$ cat config.mk
export PLATFORM = sky130hd
export DESIGN_NAME = wtc_core
export DESIGN_NICKNAME = d
export VERILOG_FILES = /design/src/logic/wtc_pkg.sv /design/src/logic/wtc_low_power_rc_osc_tick.sv /design/src/logic/wtc_postscaler.sv /design/src/logic/wtc_core.sv
export SDC_FILE = /design/constraint.sdc
export NUM_CORES = 1
export LEC_CHECK = 0
export BUFFER_PORTS_ARGS = -buffer_cell sky130_fd_sc_hd__clkbuf_2
export CAP_MARGIN = 10
export CORE_UTILIZATION = 53
export CTS_CLUSTER_DIAMETER = 120
export CTS_CLUSTER_SIZE = 14
export DETAILED_ROUTE_END_ITERATION = 10
export PLACE_DENSITY_LB_ADDON = 0.08
export SLEW_MARGIN = 25
export SYNTH_ARGS = -nofsm -noshare
export SYNTH_HDL_FRONTEND = slang
export SYNTH_SLANG_ARGS = --single-unit
export TNS_END_PERCENT = 100
$ cat constraint.sdc
create_clock -name sys_clk -period 3 [get_ports sys_clk]
set_input_delay 0.3 -clock sys_clk [delete_from_list [all_inputs] [get_ports sys_clk]]
set_output_delay 0.3 -clock sys_clk [all_outputs]
set_load 0.05 [all_outputs]
$ cat src/logic/wtc_pkg.sv
/*
 * Watchdog timer core package: register map, field positions, reset
 * values, clock figures and the shared types.
 * Assumes a 10 MHz system clock and a 32-bit classic Wishbone bus.
 */
package wtc_pkg;

    // ========================================================
    // Clock figures
    localparam int SYS_CLK_HZ        = 10_000_000;
    localparam int LOW_POWER_RC_OSC_HZ           = 32_000;
    localparam int LOW_POWER_RC_OSC_DIV          = SYS_CLK_HZ / LOW_POWER_RC_OSC_HZ;
    localparam logic [8:0] LOW_POWER_RC_OSC_TERM = 9'(LOW_POWER_RC_OSC_DIV - 1);
    localparam int BASE_PERIOD_SHORT_MS = 1;
    localparam int BASE_PERIOD_LONG_MS  = 4;
    localparam int PRE_SHORT = LOW_POWER_RC_OSC_HZ * BASE_PERIOD_SHORT_MS / 1000;
    localparam int PRE_LONG  = LOW_POWER_RC_OSC_HZ * BASE_PERIOD_LONG_MS / 1000;
    localparam logic [6:0] PRE_SHORT_TERM = 7'(PRE_SHORT - 1);
    localparam logic [6:0] PRE_LONG_TERM  = 7'(PRE_LONG - 1);

    // ========================================================
    // Register map (byte addresses)
    localparam logic [7:0] OFF_RESET_CTRL = 8'h00;
    localparam logic [7:0] OFF_INT_STAT   = 8'h04;
    localparam logic [7:0] OFF_INT_MASK   = 8'h08;
    localparam logic [7:0] OFF_STATUS     = 8'h0C;

    // ========================================================
    // Field positions
    localparam int RC_SOFT_EN_BIT = 5;
    localparam int RC_TIMEOUT_BIT = 4;
    localparam int RC_SLEEP_BIT   = 3;
    localparam int RC_IDLE_BIT    = 2;
    localparam int CFG_FORCE_BIT  = 7;
    localparam int CFG_PRE_BIT    = 4;
    localparam int EV_TIMEOUT_BIT = 0;
    localparam int EV_WAKE_BIT    = 1;

    // ========================================================
    // Reset values
    localparam logic [7:0] CFG_RESET      = 8'h00;
    localparam logic [1:0] INT_MASK_RESET = 2'h0;

    // ========================================================
    // Types
    typedef struct packed {
        logic       force_en;
        logic [1:0] unused;
        logic       pre_sel;
        logic [3:0] post_field;
    } wtc_cfg_t;

    typedef struct packed {
        logic wake;
        logic timeout;
    } wtc_ev_t;

    typedef enum logic [1:0] {
        MODE_RUN,
        MODE_SLEEP,
        MODE_IDLE
    } wtc_mode_t;

endpackage

$ cat src/logic/wtc_low_power_rc_osc_tick.sv
/*
 * Low-power RC clock stand-in: a one-cycle enable at about 32 kHz.
 * Assumes sys_clk at 10 MHz; the divider runs only while osc_on is high.
 */
`timescale 1ns/10ps
`default_nettype none

module wtc_low_power_rc_osc_tick (
    input  wire logic sys_clk,
    input  wire logic rst_n,
    input  wire logic osc_on,
    output logic      tick
);

    logic [8:0] div_q;

    // ========================================================
    // Divider
    always_ff @(posedge sys_clk or negedge rst_n) begin
        if (!rst_n) begin
            div_q <= 9'h000;
            tick  <= 1'b0;
        end else if (!osc_on) begin
            div_q <= 9'h000;
            tick  <= 1'b0;
        end else begin
            tick  <= (div_q == wtc_pkg::LOW_POWER_RC_OSC_TERM);
            div_q <= (div_q == wtc_pkg::LOW_POWER_RC_OSC_TERM) ? 9'h000 : div_q + 9'h001;
        end
    end
endmodule // wtc_low_power_rc_osc_tick

`default_nettype wire

$ cat src/logic/wtc_postscaler.sv
/*
 * Watchdog postscaler: counts prescaler ticks, 1:1 up to 1:32,768.
 * Assumes tick_in is a one-cycle enable and clr outranks it.
 */
`timescale 1ns/10ps
`default_nettype none

module wtc_postscaler (
    input  wire logic       sys_clk,
    input  wire logic       rst_n,
    input  wire logic       clr,
    input  wire logic       tick_in,
    input  wire logic [3:0] field,
    output logic            tick_out
);

    logic [14:0] cnt_q;

    // code n gives 2 to the n
    function automatic logic [14:0] post_term(input logic [3:0] f);
        post_term = 15'((16'h0001 << f) - 16'h0001);
    endfunction

    assign tick_out = tick_in && !clr && (cnt_q == post_term(field));

    // ========================================================
    // Counter
    always_ff @(posedge sys_clk or negedge rst_n) begin
        if (!rst_n) begin
            cnt_q <= 15'h0000;
        end else if (clr) begin
            cnt_q <= 15'h0000;
        end else if (tick_in) begin
            cnt_q <= tick_out ? 15'h0000 : cnt_q + 15'h0001;
        end
    end
endmodule // wtc_postscaler

`default_nettype wire

$ cat src/logic/wtc_core.sv
/*
 * Watchdog timer core: prescaler, postscaler, power-save tracking,
 * reset control flags and a classic Wishbone register slave.
 * Assumes the core drives the instruction strobes on sys_clk as
 * one-cycle pulses, and that the config word comes from fuse pins.
 */
// The implementer's own choices: the placing of the registers and the Wishbone register port.
`timescale 1ns/10ps
`default_nettype none

module wtc_core (
    input  wire logic        sys_clk,
    input  wire logic        rst_n,
    input  wire logic        wb_cyc_i,
    input  wire logic        wb_stb_i,
    input  wire logic        wb_we_i,
    input  wire logic [7:0]  wb_adr_i,
    input  wire logic [31:0] wb_dat_i,
    input  wire logic [3:0]  wb_sel_i,
    output logic      [31:0] wb_dat_o,
    output logic             wb_ack_o,
    input  wire logic [7:0]  wd_config_word,
    input  wire logic        power_save_instr,
    input  wire logic        power_save_idle,
    input  wire logic        wd_clear_instr,
    input  wire logic        clk_switch_done,
    input  wire logic        ext_wake,
    output logic             low_power_rc_osc,
    output logic             wd_reset_req,
    output logic             wd_wake,
    output logic [1:0]       power_mode,
    output logic             irq
);

    // ========================================================
    // Declarations
    logic [7:0]          cfg_meta_q;
    logic [7:0]          cfg_q;
    wtc_pkg::wtc_cfg_t   cfg;
    wtc_pkg::wtc_mode_t  mode_q;
    wtc_pkg::wtc_ev_t    ev;
    logic                soft_en_q;
    logic                timeout_flag_q;
    logic                sleep_flag_q;
    logic                idle_flag_q;
    logic [1:0]          int_stat_q;
    logic [1:0]          int_mask_q;
    logic [6:0]          pre_cnt_q;
    logic                wd_run;
    logic                low_power_rc_osc_tick;
    logic                pre_tick;
    logic                post_tick;
    logic                tmo;
    logic                enter_ps;
    logic                exit_ps;
    logic                clr;
    logic                post_clr;
    logic                bus_acc;
    logic                bus_wr;
    logic                wr_rc;
    logic                wr_stat;
    logic                wr_mask;

    // Prescaler terminal count for the selected divide
    function automatic logic [6:0] pre_term(input logic sel);
        pre_term = sel ? wtc_pkg::PRE_LONG_TERM : wtc_pkg::PRE_SHORT_TERM;
    endfunction

    function automatic logic hit(input logic [7:0] a, input logic [7:0] off);
        hit = (a == off);
    endfunction

    // ========================================================
    // Fuse word synchroniser
    always_ff @(posedge sys_clk or negedge rst_n) begin
        if (!rst_n) begin
            cfg_meta_q <= wtc_pkg::CFG_RESET;
            cfg_q      <= wtc_pkg::CFG_RESET;
        end else begin
            cfg_meta_q <= wd_config_word;
            cfg_q      <= cfg_meta_q;
        end
    end

    assign cfg = wtc_pkg::wtc_cfg_t'(cfg_q);

    // ========================================================
    // Enable and oscillator
    // enable selection
    assign wd_run = cfg.force_en || soft_en_q;
    assign low_power_rc_osc = wd_run;

    wtc_low_power_rc_osc_tick u_low_power_rc_osc (
        .sys_clk (sys_clk),
        .rst_n   (rst_n),
        .osc_on  (low_power_rc_osc),
        .tick    (low_power_rc_osc_tick)
    );

    // ========================================================
    // Clear sources
    assign enter_ps = (mode_q == wtc_pkg::MODE_RUN) && power_save_instr;
    assign exit_ps  = (mode_q != wtc_pkg::MODE_RUN) && (tmo || ext_wake);
    // Kept free of tmo so the time-out cannot gate its own clear
    assign post_clr = clk_switch_done || enter_ps || !wd_run
                   || ((mode_q != wtc_pkg::MODE_RUN) && ext_wake)
                   || ((mode_q == wtc_pkg::MODE_RUN) && wd_clear_instr);
    assign clr = clk_switch_done || enter_ps || exit_ps
              || ((mode_q == wtc_pkg::MODE_RUN) && wd_clear_instr);

    // ========================================================
    // Prescaler
    // divide by 32 or 128
    assign pre_tick = wd_run && low_power_rc_osc_tick && (pre_cnt_q == pre_term(cfg.pre_sel));

    always_ff @(posedge sys_clk or negedge rst_n) begin
        if (!rst_n) begin
            pre_cnt_q <= 7'h00;
        end else if (clr || !wd_run) begin
            pre_cnt_q <= 7'h00;
        end else if (low_power_rc_osc_tick) begin
            pre_cnt_q <= pre_tick ? 7'h00 : pre_cnt_q + 7'h01;
        end
    end

    wtc_postscaler u_post (
        .sys_clk  (sys_clk),
        .rst_n    (rst_n),
        .clr      (post_clr),
        .tick_in  (pre_tick),
        .field    (cfg.post_field),
        .tick_out (post_tick)
    );

    assign tmo = post_tick;

    // ========================================================
    // Power mode
    always_ff @(posedge sys_clk or negedge rst_n) begin
        if (!rst_n) begin
            mode_q <= wtc_pkg::MODE_RUN;
        end else begin
            case (mode_q)
                wtc_pkg::MODE_RUN: begin
                    if (power_save_instr) begin
                        mode_q <= power_save_idle ? wtc_pkg::MODE_IDLE
                                                  : wtc_pkg::MODE_SLEEP;
                    end
                end
                wtc_pkg::MODE_SLEEP, wtc_pkg::MODE_IDLE: begin
                    if (exit_ps) begin
                        mode_q <= wtc_pkg::MODE_RUN;
                    end
                end
                default: begin
                    mode_q <= wtc_pkg::MODE_RUN;
                end
            endcase
        end
    end

    assign power_mode = mode_q;

    // ========================================================
    // Reset request and wake outputs
    always_ff @(posedge sys_clk or negedge rst_n) begin
        if (!rst_n) begin
            wd_reset_req <= 1'b0;
            wd_wake      <= 1'b0;
        end else begin
            wd_reset_req <= tmo && (mode_q == wtc_pkg::MODE_RUN);
            wd_wake      <= exit_ps;
        end
    end

    // ========================================================
    // Wishbone decode
    assign bus_acc = wb_cyc_i && wb_stb_i && !wb_ack_o;
    assign bus_wr  = bus_acc && wb_we_i && wb_sel_i[0];
    assign wr_rc   = bus_wr && hit(wb_adr_i, wtc_pkg::OFF_RESET_CTRL);
    assign wr_stat = bus_wr && hit(wb_adr_i, wtc_pkg::OFF_INT_STAT);
    assign wr_mask = bus_wr && hit(wb_adr_i, wtc_pkg::OFF_INT_MASK);

    always_ff @(posedge sys_clk or negedge rst_n) begin
        if (!rst_n) begin
            wb_ack_o <= 1'b0;
        end else begin
            wb_ack_o <= bus_acc;
        end
    end

    always_ff @(posedge sys_clk or negedge rst_n) begin
        if (!rst_n) begin
            wb_dat_o <= 32'h0000_0000;
        end else if (bus_acc && !wb_we_i) begin
            wb_dat_o <= 32'h0000_0000;
            if (hit(wb_adr_i, wtc_pkg::OFF_RESET_CTRL)) begin
                wb_dat_o[wtc_pkg::RC_SOFT_EN_BIT] <= soft_en_q;
                wb_dat_o[wtc_pkg::RC_TIMEOUT_BIT] <= timeout_flag_q;
                wb_dat_o[wtc_pkg::RC_SLEEP_BIT]   <= sleep_flag_q;
                wb_dat_o[wtc_pkg::RC_IDLE_BIT]    <= idle_flag_q;
            end else if (hit(wb_adr_i, wtc_pkg::OFF_INT_STAT)) begin
                wb_dat_o[1:0] <= int_stat_q;
            end else if (hit(wb_adr_i, wtc_pkg::OFF_INT_MASK)) begin
                wb_dat_o[1:0] <= int_mask_q;
            end else if (hit(wb_adr_i, wtc_pkg::OFF_STATUS)) begin
                wb_dat_o[22:16] <= pre_cnt_q;
                wb_dat_o[15:8]  <= cfg_q;
                wb_dat_o[3]     <= low_power_rc_osc;
                wb_dat_o[2]     <= wd_run;
                wb_dat_o[1:0]   <= mode_q;
            end
        end
    end

    // ========================================================
    // Reset control flags
    always_ff @(posedge sys_clk or negedge rst_n) begin
        if (!rst_n) begin
            soft_en_q <= 1'b0;
        end else if (wr_rc) begin
            soft_en_q <= wb_dat_i[wtc_pkg::RC_SOFT_EN_BIT]
                      || (cfg.force_en && soft_en_q);
        end
    end

    always_ff @(posedge sys_clk or negedge rst_n) begin
        if (!rst_n) begin
            timeout_flag_q <= 1'b0;
        end else if (tmo) begin
            timeout_flag_q <= 1'b1;
        end else if (wr_rc && !wb_dat_i[wtc_pkg::RC_TIMEOUT_BIT]) begin
            timeout_flag_q <= 1'b0;
        end
    end

    always_ff @(posedge sys_clk or negedge rst_n) begin
        if (!rst_n) begin
            sleep_flag_q <= 1'b0;
            idle_flag_q  <= 1'b0;
        end else begin
            if (enter_ps && !power_save_idle) begin
                sleep_flag_q <= 1'b1;
            end else if (wr_rc && !wb_dat_i[wtc_pkg::RC_SLEEP_BIT]) begin
                sleep_flag_q <= 1'b0;
            end
            if (enter_ps && power_save_idle) begin
                idle_flag_q <= 1'b1;
            end else if (wr_rc && !wb_dat_i[wtc_pkg::RC_IDLE_BIT]) begin
                idle_flag_q <= 1'b0;
            end
        end
    end

    // ========================================================
    // Interrupt status and mask
    assign ev.timeout = tmo;
    assign ev.wake    = exit_ps;

    always_ff @(posedge sys_clk or negedge rst_n) begin
        if (!rst_n) begin
            int_stat_q <= 2'h0;
        end else begin
            int_stat_q <= (int_stat_q & ~(wr_stat ? wb_dat_i[1:0] : 2'h0)) | ev;
        end
    end

    always_ff @(posedge sys_clk or negedge rst_n) begin
        if (!rst_n) begin
            int_mask_q <= wtc_pkg::INT_MASK_RESET;
        end else if (wr_mask) begin
            int_mask_q <= wb_dat_i[1:0];
        end
    end

    assign irq = |(int_stat_q & int_mask_q);
endmodule // wtc_core

`default_nettype wire

==> results of run 1 <==
[layer usage]
layer	part of all wire [%]	vias to the layer above
met4	1.8	0
met2	48	75
li1	-	1561
met1	46	1592
met3	4.0	13
met5	0	-
[kinds of logic after synthesis]
kind of cell | Yosys count | synth area share, %
AO/OA/AOI/OAI | 77 | 15.3
XOR/XNOR | 18 | 3.86
adder cells (fa/ha/maj) | 5 | 1.53
buffers and inverters | 44 | 5.85
flip-flops | 82 | 50.2
multiplexers | 6 | 1.62
other | 1 | 0.0918
AND/OR/NAND/NOR | 183 | 21.5
[registers in the layout (all words and copies together) (netlist names)]
| name | flops |
|---|---|
| cfg_meta_q | 8 |
| cfg | 8 |
| wd_reset_req | 1 |
| timeout_flag_q | 1 |
| pre_cnt_q | 7 |
| idle_flag_q | 1 |
| wd_wake | 1 |
| u_low_power_rc_osc.div_q | 9 |
| int_stat_q | 2 |
| soft_en_q | 1 |
| sleep_flag_q | 1 |
| u_low_power_rc_osc.tick | 1 |
| wb_ack_o | 1 |
| u_post.cnt_q | 15 |
| power_mode | 2 |
| wb_dat_o | 21 |
| int_mask_q | 2 |
[cell type report]
type,count,area (um^2)
fill,639,2670
sequential,82,2050
multi-input combinational,300,1850
timing repair buffer,73,417
clock buffer,9,124
tap,99,124
clock inverter,7,83.8
inverter,13,48.8
[power by group through the flow]
stage | Combinational (mW) | Clock (mW) | Sequential (mW)
after floorplan | 0.193 | 0 | 1.23
after global placement | 0.338 | 0 | 1.18
after detailed placement | 0.347 | 0 | 1.18
after CTS | 0.349 | 0.854 | 1.16
after global routing | 0.388 | 0.891 | 1.16
final | 0.353 | 0.836 | 1.15
[path summary, 6_finish.rpt]
check | endpoint | startpoint | cells after the start | slack, ps
min | u_low_power_rc_osc.div_q[7] | rst_n | 1 | -40
max in group asynchronous | cfg[2] | rst_n | 1 | 2540
max reg2reg | u_post.cnt_q[0] | cfg[3] | 9 | 200
max | u_post.cnt_q[0] | cfg[3] | 9 | 200
min reg2reg | cfg[3] | cfg_meta_q[3] | 0 | 360
min in group sys_clk | cfg_meta_q[4] | wd_config_word[4] | 1 | 40
[stage by stage]
step / setup slack [ps] / hold slack (ps) / total power, mW / cell area, um^2 / instances
floorplan: 276 / 4.41 / 1.43 / 4120 / 426
CTS: 59.0 / 27.6 / 2.36 / 4660 / 581
global route: 37.8 / 29.7 / 2.44 / 4700 / 583
finish: 198 / -36.8 / 2.34 / 4700 / 583
global placement: 94.1 / 334 / 1.52 / 4450 / 565
detailed placement: 83.7 / 336 / 1.53 / 4450 / 565
[cells in the final DEF, fill, tap and decap left out, types with 2 or more instances in the layout]
| master | synthesis | final |
|---|---|---|
| nor4b_1 | 2 | 2 |
| xnor2_1 | 9 | 9 |
| nand4_1 | 5 | 5 |
| a211oi_2 | 2 | 2 |
| a21oi_1 | 4 | 4 |
| xor2_1 | 9 | 9 |
| mux2_2 | 5 | 5 |
| conb_1 | 1 | 11 |
| nand2b_1 | 2 | 2 |
| clkinv_4 | 0 | 2 |
| dfrtp_1 | 82 | 82 |
| o21a_1 | 3 | 3 |
| a22oi_1 | 4 | 4 |
| o21ai_2 | 4 | 4 |
| or3_1 | 6 | 6 |
| nor2b_1 | 7 | 7 |
| a31oi_1 | 4 | 4 |
| ha_1 | 5 | 4 |
| o31ai_1 | 3 | 3 |
| o211ai_1 | 2 | 2 |
| nor2_1 | 35 | 35 |
| clkbuf_8 | 0 | 9 |
| a22o_1 | 20 | 20 |
| nand3b_1 | 7 | 7 |
| clkbuf_2 | 0 | 59 |
| and3_1 | 3 | 3 |
| buf_4 | 11 | 12 |
| nand3_1 | 34 | 34 |
| inv_6 | 0 | 2 |
| nand2_1 | 61 | 61 |
| inv_1 | 13 | 13 |
| o21ai_0 | 17 | 17 |
| nor3_1 | 13 | 12 |
[timing repair]
item	in CTS	in global routing
setup buffers	0	2
gates resized for setup	0	3
endpoints found under the setup margin	0	18
==> impl_metrics.prom, run 1 <==
# TYPE chip_impl_metric gauge
chip_impl_info{name="status",value="finished, violations left"} 1
chip_impl_info{name="failed_checks",value="negative hold slack"} 1
chip_impl_metric{name="numCtsBuffers",unit=""} 9
chip_impl_metric{name="grt_pass1_wl",unit="um"} 14500
chip_impl_metric{name="die_w",unit="um"} 89.8
chip_impl_metric{name="routed-via-count",unit=""} 3241
chip_impl_metric{name="clk-insertion-delay-late",unit="ps"} 360
chip_impl_metric{name="hold_slack",unit="ps"} -36.8
chip_impl_metric{name="drt_pre_antenna_iters",unit=""} 4
chip_impl_metric{name="clock_tree.htree_level_count",unit=""} 3
chip_impl_metric{name="count_of_maximum_capacitance_violations",unit=""} 0
chip_impl_metric{name="synth.lib_cells_used.distinct",unit=""} 55
chip_impl_metric{name="power.switching_fraction",unit="%"} 30.2
chip_impl_info{name="crit_path_top_delay_cell",value="or4_4"} 1
chip_impl_metric{name="tns",unit="ps"} 0
chip_impl_metric{name="netlist_area",unit="mm^2"} 0.00408
chip_impl_metric{name="clock_path_buffers",unit=""} 2
chip_impl_metric{name="drt-initial-drc-count",unit=""} 180
chip_impl_metric{name="ys.warnings.count",unit=""} 0
chip_impl_metric{name="dpl.hpwl",unit="um"} 5990
chip_impl_metric{name="vias_per_cell",unit=""} 5.56
chip_impl_metric{name="totalWireLength",unit="um"} 8540
chip_impl_metric{name="syn-instance-count",unit=""} 416
chip_impl_metric{name="clk_transition_reported_paths",unit="ps"} 90
chip_impl_metric{name="internal_power",unit="mW"} 1.64
chip_impl_info{name="ys.flop_type",value="dfrtp_1"} 1
chip_impl_metric{name="critPathBufInv",unit=""} 1
chip_impl_metric{name="cellPowerDensity",unit="mW/mm^2"} 499
chip_impl_metric{name="p_comb_share",unit="%"} 15.1
chip_impl_info{name="synth_area_leaders",value="dfrtp_1 50%, nand2_1 5.6%, a22o_1 4.3%"} 1
chip_impl_metric{name="via_count_of_the_first_global_routing_pass",unit=""} 3051
chip_impl_metric{name="diodes_inserted",unit=""} 0
chip_impl_metric{name="worst_ep_required",unit="ps"} 3250
chip_impl_metric{name="maximum_fanout_count_along_the_critical_path",unit=""} 6
chip_impl_info{name="timing.setup.critical_path_class",value="reg -> reg"} 1
chip_impl_info{name="clock_tree_from_tritoncts",value="yes"} 1
chip_impl_metric{name="top_level_ports",unit=""} 101
chip_impl_info{name="startpoint_type",value="register"} 1
chip_impl_metric{name="drive_gt1_share",unit="%"} 23.3
chip_impl_metric{name="finalCriticalPeriod",unit="ps"} 2800
chip_impl_metric{name="power_leakage",unit="nW"} 2.18
chip_impl_metric{name="grt_antenna_before_repair",unit=""} 0
chip_impl_metric{name="finalCoreUtilization",unit="%"} 63.7
chip_impl_metric{name="effective_utilization_at_floorplan",unit="%"} 55.4
chip_impl_info{name="worstHoldPathType",value="in -> async"} 1
chip_impl_metric{name="gp_congestion",unit=""} 0.848
chip_impl_metric{name="grt_start_max_net_pins",unit=""} 83
chip_impl_metric{name="share_clk_of_total_power",unit="%"} 35.7
chip_impl_info{name="rsz0062_at_grt",value="no"} 1
chip_impl_metric{name="synth-edff-count",unit=""} 0
chip_impl_info{name="yosysMostFrequentCell",value="dfrtp_1"} 1
chip_impl_metric{name="tightest_slew",unit="ps"} 719
chip_impl_info{name="post_synth_most_frequent_cells",value="82 x dfrtp_1, 61 x nand2_1, 35 x nor2_1"} 1
chip_impl_metric{name="cp_peak_stage_delay",unit="ps"} 550
chip_impl_metric{name="finClkSkew",unit="ps"} 11.8
chip_impl_metric{name="drc_errors",unit=""} 0
chip_impl_metric{name="pwr-share-seq",unit="%"} 49.3
chip_impl_metric{name="groute.layer.met3.usage",unit="%"} 3.05
chip_impl_info{name="busiest_layer",value="met2"} 1
chip_impl_metric{name="ffs_w_async_s_r_synth",unit="%"} 100
chip_impl_metric{name="numClockSinks",unit=""} 82
chip_impl_info{name="cp-end-kind",value="register"} 1
chip_impl_metric{name="grt.total_usage",unit="%"} 22.4
chip_impl_metric{name="rows",unit=""} 31
chip_impl_metric{name="postSynthAreaPerCell",unit="um^2"} 9.82
chip_impl_metric{name="overflow",unit=""} 0
chip_impl_metric{name="sw_power",unit="mW"} 0.707
chip_impl_metric{name="peakVddDrop",unit="uV"} 244
chip_impl_metric{name="finalMaxSlewViolations",unit=""} 0
chip_impl_metric{name="report.final.hold_viol_count",unit=""} 41
chip_impl_metric{name="dieArea",unit="mm^2"} 0.00806
chip_impl_metric{name="max-slew-margin-rel",unit="%"} 52.1
chip_impl_metric{name="design.core.area",unit="mm^2"} 0.00737
chip_impl_metric{name="grtUsageMet2",unit="%"} 35.8
chip_impl_metric{name="postCtsHoldBufs",unit=""} 0
chip_impl_metric{name="fin_nets",unit=""} 546
chip_impl_info{name="synth_largest_area_cell",value="dfrtp_1"} 1
chip_impl_metric{name="yosys_register_bits",unit=""} 82
chip_impl_metric{name="synth_top_area_share",unit="%"} 50.2
chip_impl_metric{name="layout_overhead_on_the_synthesized_area",unit="%"} 15.0
chip_impl_info{name="cts_root_cell",value="clkbuf_8"} 1
chip_impl_metric{name="drt.antenna.violating_nets",unit=""} 0
chip_impl_metric{name="synth.yosys.seq_area_share",unit="%"} 50.2
chip_impl_info{name="critical_path.cell_chain",value="or4_4, ha_2, nor2b_1, o21ai_1, a21boi_0, a2111oi_4, a41oi_4, buf_4, mux2_2"} 1
chip_impl_metric{name="met1_usage_in_global_routing",unit="%"} 30.7
chip_impl_metric{name="route.detailed.wl_per_inst",unit="um"} 14.6
chip_impl_metric{name="setup_viol_count_final",unit=""} 0
chip_impl_metric{name="die_h",unit="um"} 89.8
chip_impl_metric{name="finalCritPeriodShare",unit="%"} 93.4
chip_impl_metric{name="critical_path_arrival",unit="ps"} 3050
chip_impl_metric{name="timing.fmax",unit="MHz"} 357
chip_impl_info{name="critical_path.top_delay_family",value="compound AO/OA/AOI/OAI gates"} 1
chip_impl_metric{name="port_buffers",unit=""} 60
Power figures use the tool's default switching activity.
==> run 2, diff against run 1 <==
==> constraint.sdc (replaced) <==
create_clock -name sys_clk -period 3 [get_ports sys_clk]
set_input_delay 0.6 -clock sys_clk [delete_from_list [all_inputs] [get_ports sys_clk]]
set_output_delay 0.6 -clock sys_clk [all_outputs]
set_load 0.05 [all_outputs]
==> run 2 against run 1 <==
Compared with the run above: the run now ends clean; clock power grew 19%; sequential power barely moved; cell count decreased by 0.51%; via count shrank 2.8%; utilization grew 0.37 points; maximum frequency decreased by 2.2%; wire length fell by 1.6%; setup slack got worse by 64 ps; critical path depth unchanged; worst hold slack better by 290 ps; critical endpoint is now u_post.cnt_q[6]; highest routed layer unchanged.
==> impl_metrics.prom, run 2 (synthesis gave the netlist of run 1 again) <==
# TYPE chip_impl_metric gauge
chip_impl_info{name="layout_commonest_cell",value="dfrtp_1"} 1
chip_impl_metric{name="vias_per_cell",unit=""} 5.43
chip_impl_info{name="timing.setup.critical_path_class",value="reg -> reg"} 1
chip_impl_metric{name="grt_pass1_wl",unit="um"} 14200
chip_impl_metric{name="dieArea",unit="mm^2"} 0.00806
chip_impl_metric{name="grt_start_max_net_pins",unit=""} 83
chip_impl_metric{name="layout_overhead_on_the_synthesized_area",unit="%"} 15.7
chip_impl_metric{name="grt_antenna_before_repair",unit=""} 0
chip_impl_metric{name="critical_path_arrival",unit="ps"} 3100
chip_impl_info{name="clock_tree_from_tritoncts",value="yes"} 1
chip_impl_metric{name="die_h",unit="um"} 89.8
chip_impl_metric{name="cp_peak_stage_delay",unit="ps"} 570
chip_impl_metric{name="max-slew-margin-rel",unit="%"} 50.6
chip_impl_metric{name="grt.total_usage",unit="%"} 22.3
chip_impl_metric{name="setup_viol_count_final",unit=""} 0
chip_impl_metric{name="clock_path_buffers",unit=""} 2
chip_impl_metric{name="count_of_maximum_capacitance_violations",unit=""} 0
chip_impl_metric{name="dr_wl_met3",unit="um"} 361
chip_impl_metric{name="routed-via-count",unit=""} 3149
chip_impl_metric{name="die_w",unit="um"} 89.8
chip_impl_metric{name="drive_gt1_share",unit="%"} 22.9
chip_impl_metric{name="worst_ep_required",unit="ps"} 3240
chip_impl_metric{name="numCtsBuffers",unit=""} 9
chip_impl_metric{name="top_level_ports",unit=""} 101
chip_impl_metric{name="share_clk_of_total_power",unit="%"} 39.9
chip_impl_metric{name="sw_power",unit="mW"} 0.699
chip_impl_metric{name="finalCoreUtilization",unit="%"} 64.1
chip_impl_metric{name="finalCritPeriodShare",unit="%"} 95.6
chip_impl_metric{name="gp_congestion",unit=""} 0.834
chip_impl_metric{name="dpl.cell_count",unit=""} 564
chip_impl_metric{name="power_leakage",unit="nW"} 2.19
chip_impl_metric{name="drt.antenna.violating_nets",unit=""} 0
chip_impl_metric{name="clock_tree.htree_level_count",unit=""} 3
chip_impl_metric{name="tightest_slew",unit="ps"} 741
chip_impl_info{name="largest-register",value="wb_dat_o"} 1
chip_impl_metric{name="report.final.hold_viol_count",unit=""} 0
chip_impl_metric{name="cellPowerDensity",unit="mW/mm^2"} 530
chip_impl_metric{name="totalWireLength",unit="um"} 8410
chip_impl_metric{name="clk_transition_reported_paths",unit="ps"} 90
chip_impl_metric{name="fillers",unit=""} 613
chip_impl_metric{name="final_cell_count_no_fill",unit=""} 580
chip_impl_metric{name="drc_errors",unit=""} 0
chip_impl_metric{name="finClkSkew",unit="ps"} 6.83
chip_impl_metric{name="pwr-share-seq",unit="%"} 46.2
chip_impl_metric{name="route.detailed.wl_per_inst",unit="um"} 14.5
chip_impl_metric{name="dpl.hpwl",unit="um"} 5790
chip_impl_metric{name="clk-insertion-delay-late",unit="ps"} 360
chip_impl_metric{name="route.layer.met1.wl",unit="um"} 3970
chip_impl_info{name="startpoint_type",value="register"} 1
chip_impl_metric{name="finalCriticalPeriod",unit="ps"} 2870
chip_impl_metric{name="drt-initial-drc-count",unit=""} 160
chip_impl_metric{name="wl_met2",unit="um"} 3940
chip_impl_metric{name="peakVddDrop",unit="uV"} 331
chip_impl_metric{name="hold_slack",unit="ps"} 250
chip_impl_info{name="cts_root_cell",value="clkbuf_8"} 1
chip_impl_info{name="critical_path.cell_chain",value="or4_4, ha_2, xor2_1, o221ai_1, a2111oi_4, a41oi_4, buf_12, nand3b_1, nand3_1"} 1
chip_impl_info{name="commonest_cells_after_routing_fill_and_taps_aside",value="82 x dfrtp_1, 61 x nand2_1, 59 x clkbuf_2, 35 x nor2_1, 34 x nand3_1"} 1
chip_impl_info{name="routed.top_layer",value="met4"} 1
chip_impl_metric{name="fin_nets",unit=""} 543
chip_impl_info{name="cp-end-kind",value="register"} 1
chip_impl_metric{name="finalMaxSlewViolations",unit=""} 0
chip_impl_metric{name="internal_power",unit="mW"} 1.80
chip_impl_info{name="cp-startpoint",value="cfg[3]"} 1
chip_impl_metric{name="p_comb_share",unit="%"} 13.9
chip_impl_metric{name="timing.fmax",unit="MHz"} 349
chip_impl_info{name="crit_path_top_delay_cell",value="or4_4"} 1
chip_impl_metric{name="effective_utilization_at_floorplan",unit="%"} 55.4
chip_impl_metric{name="drt_pre_antenna_iters",unit=""} 4
chip_impl_info{name="worstHoldPathType",value="in -> async"} 1
chip_impl_info{name="rsz0062_at_grt",value="no"} 1
chip_impl_metric{name="design.core.area",unit="mm^2"} 0.00737
chip_impl_metric{name="post-cts-setup-buffers",unit=""} 0
chip_impl_info{name="regToRegStartpoint",value="cfg[3]"} 1
chip_impl_metric{name="rows",unit=""} 31
chip_impl_info{name="status",value="finished, final reports clean"} 1
chip_impl_metric{name="power.switching_fraction",unit="%"} 27.9
chip_impl_metric{name="largest_register_ff_count",unit=""} 21
chip_impl_info{name="biggestRegsByFlops",value="wb_dat_o: 21 flops, u_post.cnt_q: 15 flops, u_low_power_rc_osc.div_q: 9 flops"} 1
chip_impl_metric{name="maximum_fanout_count_along_the_critical_path",unit=""} 20
chip_impl_metric{name="numClockSinks",unit=""} 82
chip_impl_metric{name="via_count_of_the_first_global_routing_pass",unit=""} 2908
chip_impl_metric{name="port_buffers",unit=""} 60
chip_impl_metric{name="overflow",unit=""} 0
chip_impl_metric{name="diodes_inserted",unit=""} 0
==> run 2: cell type report <==
cell class	instances	area, um^2	share of cell area [%]
flip-flops and latches	82	2050	43.4
multi-input cells	300	1850	39.1
repair buffers	70	394	8.34
clock inverters	7	133	2.81
clock buffers	9	124	2.62
well taps	99	124	2.62
inverters	13	48.8	1.03
==> run 2: stage by stage <==
step	power [mW]	worst slack, ps	area (um^2)	setup TNS, ps
global placement	1.52	6.63	4450	0
CTS	2.52	16.1	4710	0
finish	2.50	133	4720	0
global route	2.62	6.55	4720	0
floorplan	1.43	276	4120	0
detailed placement	1.52	-3.66	4450	-3.66
==> run 2: path summary, 6_finish.rpt <==
check / endpoint / slack (ps) / cells past startpoint
max in group asynchronous: cfg[5] / 2220 / 1
worst min-delay path: u_post.cnt_q[11] / 250 / 1
worst max-delay path: u_post.cnt_q[6] / 130 / 9
worst max register to register: u_post.cnt_q[6] / 130 / 9
min in group sys_clk: cfg_meta_q[4] / 340 / 1
worst min register to register: cfg[1] / 350 / 0
==> run 2: per-layer routing <==
| metal | track usage [%] | vias to the layer above |
|---|---|---|
| met1 | 30.3 | 1504 |
| li1 | - | 1560 |
| met3 | 4.40 | 11 |
| met2 | 35.2 | 74 |
| met5 | 0 | - |
| met4 | 9.02 | 0 |
==> run 2: timing repair <==
| action | 4_1_cts | 5_1_grt |
|---|---|---|
| hold buffers | 0 | 0 |
| pin swaps | 2 | 1 |
| setup endpoints to repair | 9 | 18 |
| endpoints found under the hold margin | 0 | 0 |
| resized for setup | 1 | 2 |
==> run 2: critical path, delay by kind of cell, from the launching register on <==
family	cells	cell delay, ps
compound gates	3	920
simple gates	3	760
xor+xnor	1	130
buf+inv	1	220
fa+ha+maj	1	340
flops	1	390
==> run 2: power groups by stage <==
stage               registers, mW  clock network, mW  logic (mW)
global route                 1.16               1.07       0.382
global placement             1.18                  0       0.338
floorplan                    1.23                  0       0.193
detailed placement           1.18                  0       0.344
finish                       1.16              0.998       0.349
CTS                          1.16               1.02       0.346
==> run 3, diff against run 2 <==
--- a/config.mk
+++ b/config.mk
@@ -7,7 +7,7 @@
 export LEC_CHECK = 0
 export BUFFER_PORTS_ARGS = -buffer_cell sky130_fd_sc_hd__clkbuf_2
 export CAP_MARGIN = 10
-export CORE_UTILIZATION = 53
+export CORE_UTILIZATION = 48
 export CTS_CLUSTER_DIAMETER = 120
 export CTS_CLUSTER_SIZE = 14
 export DETAILED_ROUTE_END_ITERATION = 10
==> constraint.sdc (replaced) <==
create_clock -name sys_clk -period 2.4 [get_ports sys_clk]
set_input_delay 0.48 -clock sys_clk [delete_from_list [all_inputs] [get_ports sys_clk]]
set_output_delay 0.48 -clock sys_clk [all_outputs]
set_load 0.05 [all_outputs]
==> run 3 against run 2 <==
Compared with the run above: the run now ends with negative setup slack left; maximum frequency increased by 4.5%; clock-buffer cell count increased by 2; utilization decreased by 3.4 points; first-iteration DRC count decreased by 7.5%; sequential cell count unchanged; sequential power increased by 25%; critical path depth increased by 1; clock skew increased by 2.9 ps; global-route usage decreased by 0.50 points; critical path type unchanged; largest cell class unchanged.
==> impl_metrics.prom, run 3 (synthesis gave the netlist of run 1 again) <==
# TYPE chip_impl_metric gauge
chip_impl_info{name="status",value="finished, violations left"} 1
chip_impl_metric{name="finalMaxSlewViolations",unit=""} 0
chip_impl_info{name="regToRegStartpoint",value="cfg[0]"} 1
chip_impl_metric{name="setup_viol_count_final",unit=""} 25
chip_impl_info{name="cp-startpoint",value="cfg[0]"} 1
chip_impl_metric{name="clock_path_buffers",unit=""} 2
chip_impl_info{name="failed_checks",value="negative setup slack"} 1
chip_impl_metric{name="drt.antenna.violating_nets",unit=""} 0
chip_impl_metric{name="postCtsHoldBufs",unit=""} 0
chip_impl_metric{name="drt-initial-drc-count",unit=""} 148
chip_impl_metric{name="numCtsBuffers",unit=""} 9
chip_impl_info{name="layout_commonest_cell",value="dfrtp_1"} 1
chip_impl_metric{name="maximum_fanout_count_along_the_critical_path",unit=""} 8
chip_impl_info{name="startpoint_type",value="register"} 1
chip_impl_metric{name="finalCriticalPeriod",unit="ps"} 2740
chip_impl_metric{name="internal_power",unit="mW"} 2.17
chip_impl_metric{name="route.detailed.wl_per_inst",unit="um"} 14.8
chip_impl_metric{name="layout_overhead_on_the_synthesized_area",unit="%"} 22.2
chip_impl_metric{name="timing.reg2reg.setup_slack",unit="ps"} -340
chip_impl_metric{name="fin_ws",unit="ps"} -344
chip_impl_metric{name="dr_wl_met3",unit="um"} 310
chip_impl_metric{name="fillers",unit=""} 736
chip_impl_metric{name="die_h",unit="um"} 94.2
chip_impl_metric{name="numClockSinks",unit=""} 82
chip_impl_metric{name="grt_pass1_wl",unit="um"} 15000
chip_impl_info{name="cp-end-kind",value="register"} 1
chip_impl_info{name="worst_setup_path_endpoint",value="u_post.cnt_q[0]"} 1
chip_impl_info{name="cts_root_cell",value="clkbuf_8"} 1
chip_impl_metric{name="fin_nets",unit=""} 561
chip_impl_metric{name="gp_congestion",unit=""} 0.858
chip_impl_metric{name="finalCritPeriodShare",unit="%"} 114
chip_impl_info{name="timing.setup.critical_path_class",value="reg -> reg"} 1
chip_impl_metric{name="routed-via-count",unit=""} 3296
chip_impl_metric{name="dieArea",unit="mm^2"} 0.00888
chip_impl_metric{name="report.final.hold_viol_count",unit=""} 0
chip_impl_metric{name="power.switching_fraction",unit="%"} 28.2
chip_impl_metric{name="count_of_maximum_capacitance_violations",unit=""} 0
chip_impl_metric{name="reg2reg_depth",unit=""} 10
chip_impl_info{name="commonest_cells_after_routing_fill_and_taps_aside",value="82 x dfrtp_1, 59 x clkbuf_2, 58 x nand2_1, 35 x nor2_1, 24 x nand3_1"} 1
chip_impl_metric{name="grt_antenna_before_repair",unit=""} 0
chip_impl_metric{name="drc_errors",unit=""} 0
chip_impl_metric{name="timing.fmax",unit="MHz"} 364
chip_impl_info{name="rr_endpoint",value="u_post.cnt_q[0]"} 1
chip_impl_metric{name="largest_register_ff_count",unit=""} 21
chip_impl_metric{name="diodes_inserted",unit=""} 0
chip_impl_metric{name="vias_per_cell",unit=""} 5.46
chip_impl_metric{name="effective_utilization_at_floorplan",unit="%"} 49.7
chip_impl_metric{name="route.layer.met1.wl",unit="um"} 4010
chip_impl_metric{name="grt_start_max_net_pins",unit=""} 38
chip_impl_metric{name="overflow",unit=""} 0
chip_impl_metric{name="grt.total_usage",unit="%"} 21.8
chip_impl_metric{name="worst_ep_required",unit="ps"} 2630
chip_impl_metric{name="drive_gt1_share",unit="%"} 29.7
chip_impl_metric{name="share_clk_of_total_power",unit="%"} 36.3
chip_impl_metric{name="dpl.hpwl",unit="um"} 6310
chip_impl_metric{name="drt_pre_antenna_iters",unit=""} 4
chip_impl_metric{name="port_buffers",unit=""} 60
chip_impl_metric{name="p_comb_share",unit="%"} 15.8
chip_impl_info{name="worstHoldPathType",value="in -> async"} 1
chip_impl_info{name="largest-register",value="wb_dat_o"} 1
chip_impl_metric{name="totalWireLength",unit="um"} 8950
chip_impl_metric{name="finalCoreUtilization",unit="%"} 60.7
chip_impl_metric{name="cellPowerDensity",unit="mW/mm^2"} 606
chip_impl_info{name="clock_tree_from_tritoncts",value="yes"} 1
chip_impl_info{name="routed.top_layer",value="met4"} 1
chip_impl_info{name="rsz0062_at_grt",value="yes"} 1
chip_impl_metric{name="clk-insertion-delay-late",unit="ps"} 340
chip_impl_metric{name="peakVddDrop",unit="uV"} 699
chip_impl_metric{name="clock_tree.htree_level_count",unit=""} 3
chip_impl_metric{name="sw_power",unit="mW"} 0.853
chip_impl_metric{name="top_level_ports",unit=""} 101
chip_impl_metric{name="clk_transition_reported_paths",unit="ps"} 80
chip_impl_info{name="biggestRegsByFlops",value="wb_dat_o: 21 flops, u_post.cnt_q: 15 flops, u_low_power_rc_osc.div_q: 9 flops"} 1
chip_impl_metric{name="via_count_of_the_first_global_routing_pass",unit=""} 3183
chip_impl_metric{name="critical_path_arrival",unit="ps"} 2970
chip_impl_metric{name="hold_slack",unit="ps"} 88.6
chip_impl_metric{name="design.core.area",unit="mm^2"} 0.00822
chip_impl_metric{name="die_w",unit="um"} 94.2
chip_impl_metric{name="wl_met2",unit="um"} 4560
chip_impl_metric{name="finClkSkew",unit="ps"} 9.69
chip_impl_metric{name="power_leakage",unit="nW"} 2.31
chip_impl_metric{name="pwr-share-seq",unit="%"} 47.9
chip_impl_metric{name="rows",unit=""} 33
## run 3: area by class of cell
class	count	area (um^2)	area share [%]
Clock inverter	5	85.1	1.71
Multi-Input combinational cell	300	1990	39.8
Clock buffer	11	131	2.63
Inverter	13	48.8	0.978
Timing Repair Buffer	88	553	11.1
Tap cell	105	131	2.63
Sequential cell	82	2050	41.1
## run 3: power by group through the flow
stage	clock network, mW	registers, mW	logic, mW
floorplan	0	1.54	0.245
global placement	0	1.48	0.437
detailed placement	0	1.48	0.445
CTS	1.14	1.45	0.472
global route	1.19	1.45	0.522
finish	1.10	1.45	0.477
## run 3: through the flow
step / worst slack, ps / std cells / total power, mW / TNS, ps / cell area, um^2
floorplan: -286 / 426 / 1.79 / -5780 / 4170
global placement: -311 / 581 / 1.91 / -5470 / 4590
detailed placement: -353 / 581 / 1.92 / -6630 / 4590
CTS: -292 / 604 / 3.06 / -5120 / 4940
global route: -432 / 604 / 3.17 / -9230 / 4990
finish: -344 / 604 / 3.02 / -6580 / 4990
## run 3: timing repair
action	in CTS	in global routing
gates resized for setup	17	11
pin swaps	9	8
endpoints found under the setup margin	25	25
buffers inserted	7	0
## run 3: critical path, stage by stage, from the launching register on
cell and delay (ps):
dfrtp_1 380, or4_4 560, ha_4 220, buf_6 120, o21a_1 120, or3_4 370, a21oi_2 160, buf_6 140
a41oi_4 140, buf_4 160, mux2_4 260
## run 3: worst min path at each step
stage | start | endpoint | slack, ps | cells past startpoint
2_1_floorplan | rst_n | cfg[0] | 180 | 0
3_3_place_gp | cfg_meta_q[6] | cfg[6] | 330 | 0
3_5_place_dp | cfg_meta_q[6] | cfg[6] | 330 | 0
4_1_cts | rst_n | u_post.cnt_q[9] | 100 | 1
5_1_grt | rst_n | cfg[5] | 110 | 1
6_report | rst_n | cfg_meta_q[3] | 90 | 1
## run 3: routing by layer
metal | vias up | track usage, %
met5 | - | 0
li1 | 1593 | -
met1 | 1630 | 28.4
met2 | 69 | 36.3
met3 | 4 | 4.94
met4 | 0 | 5.90
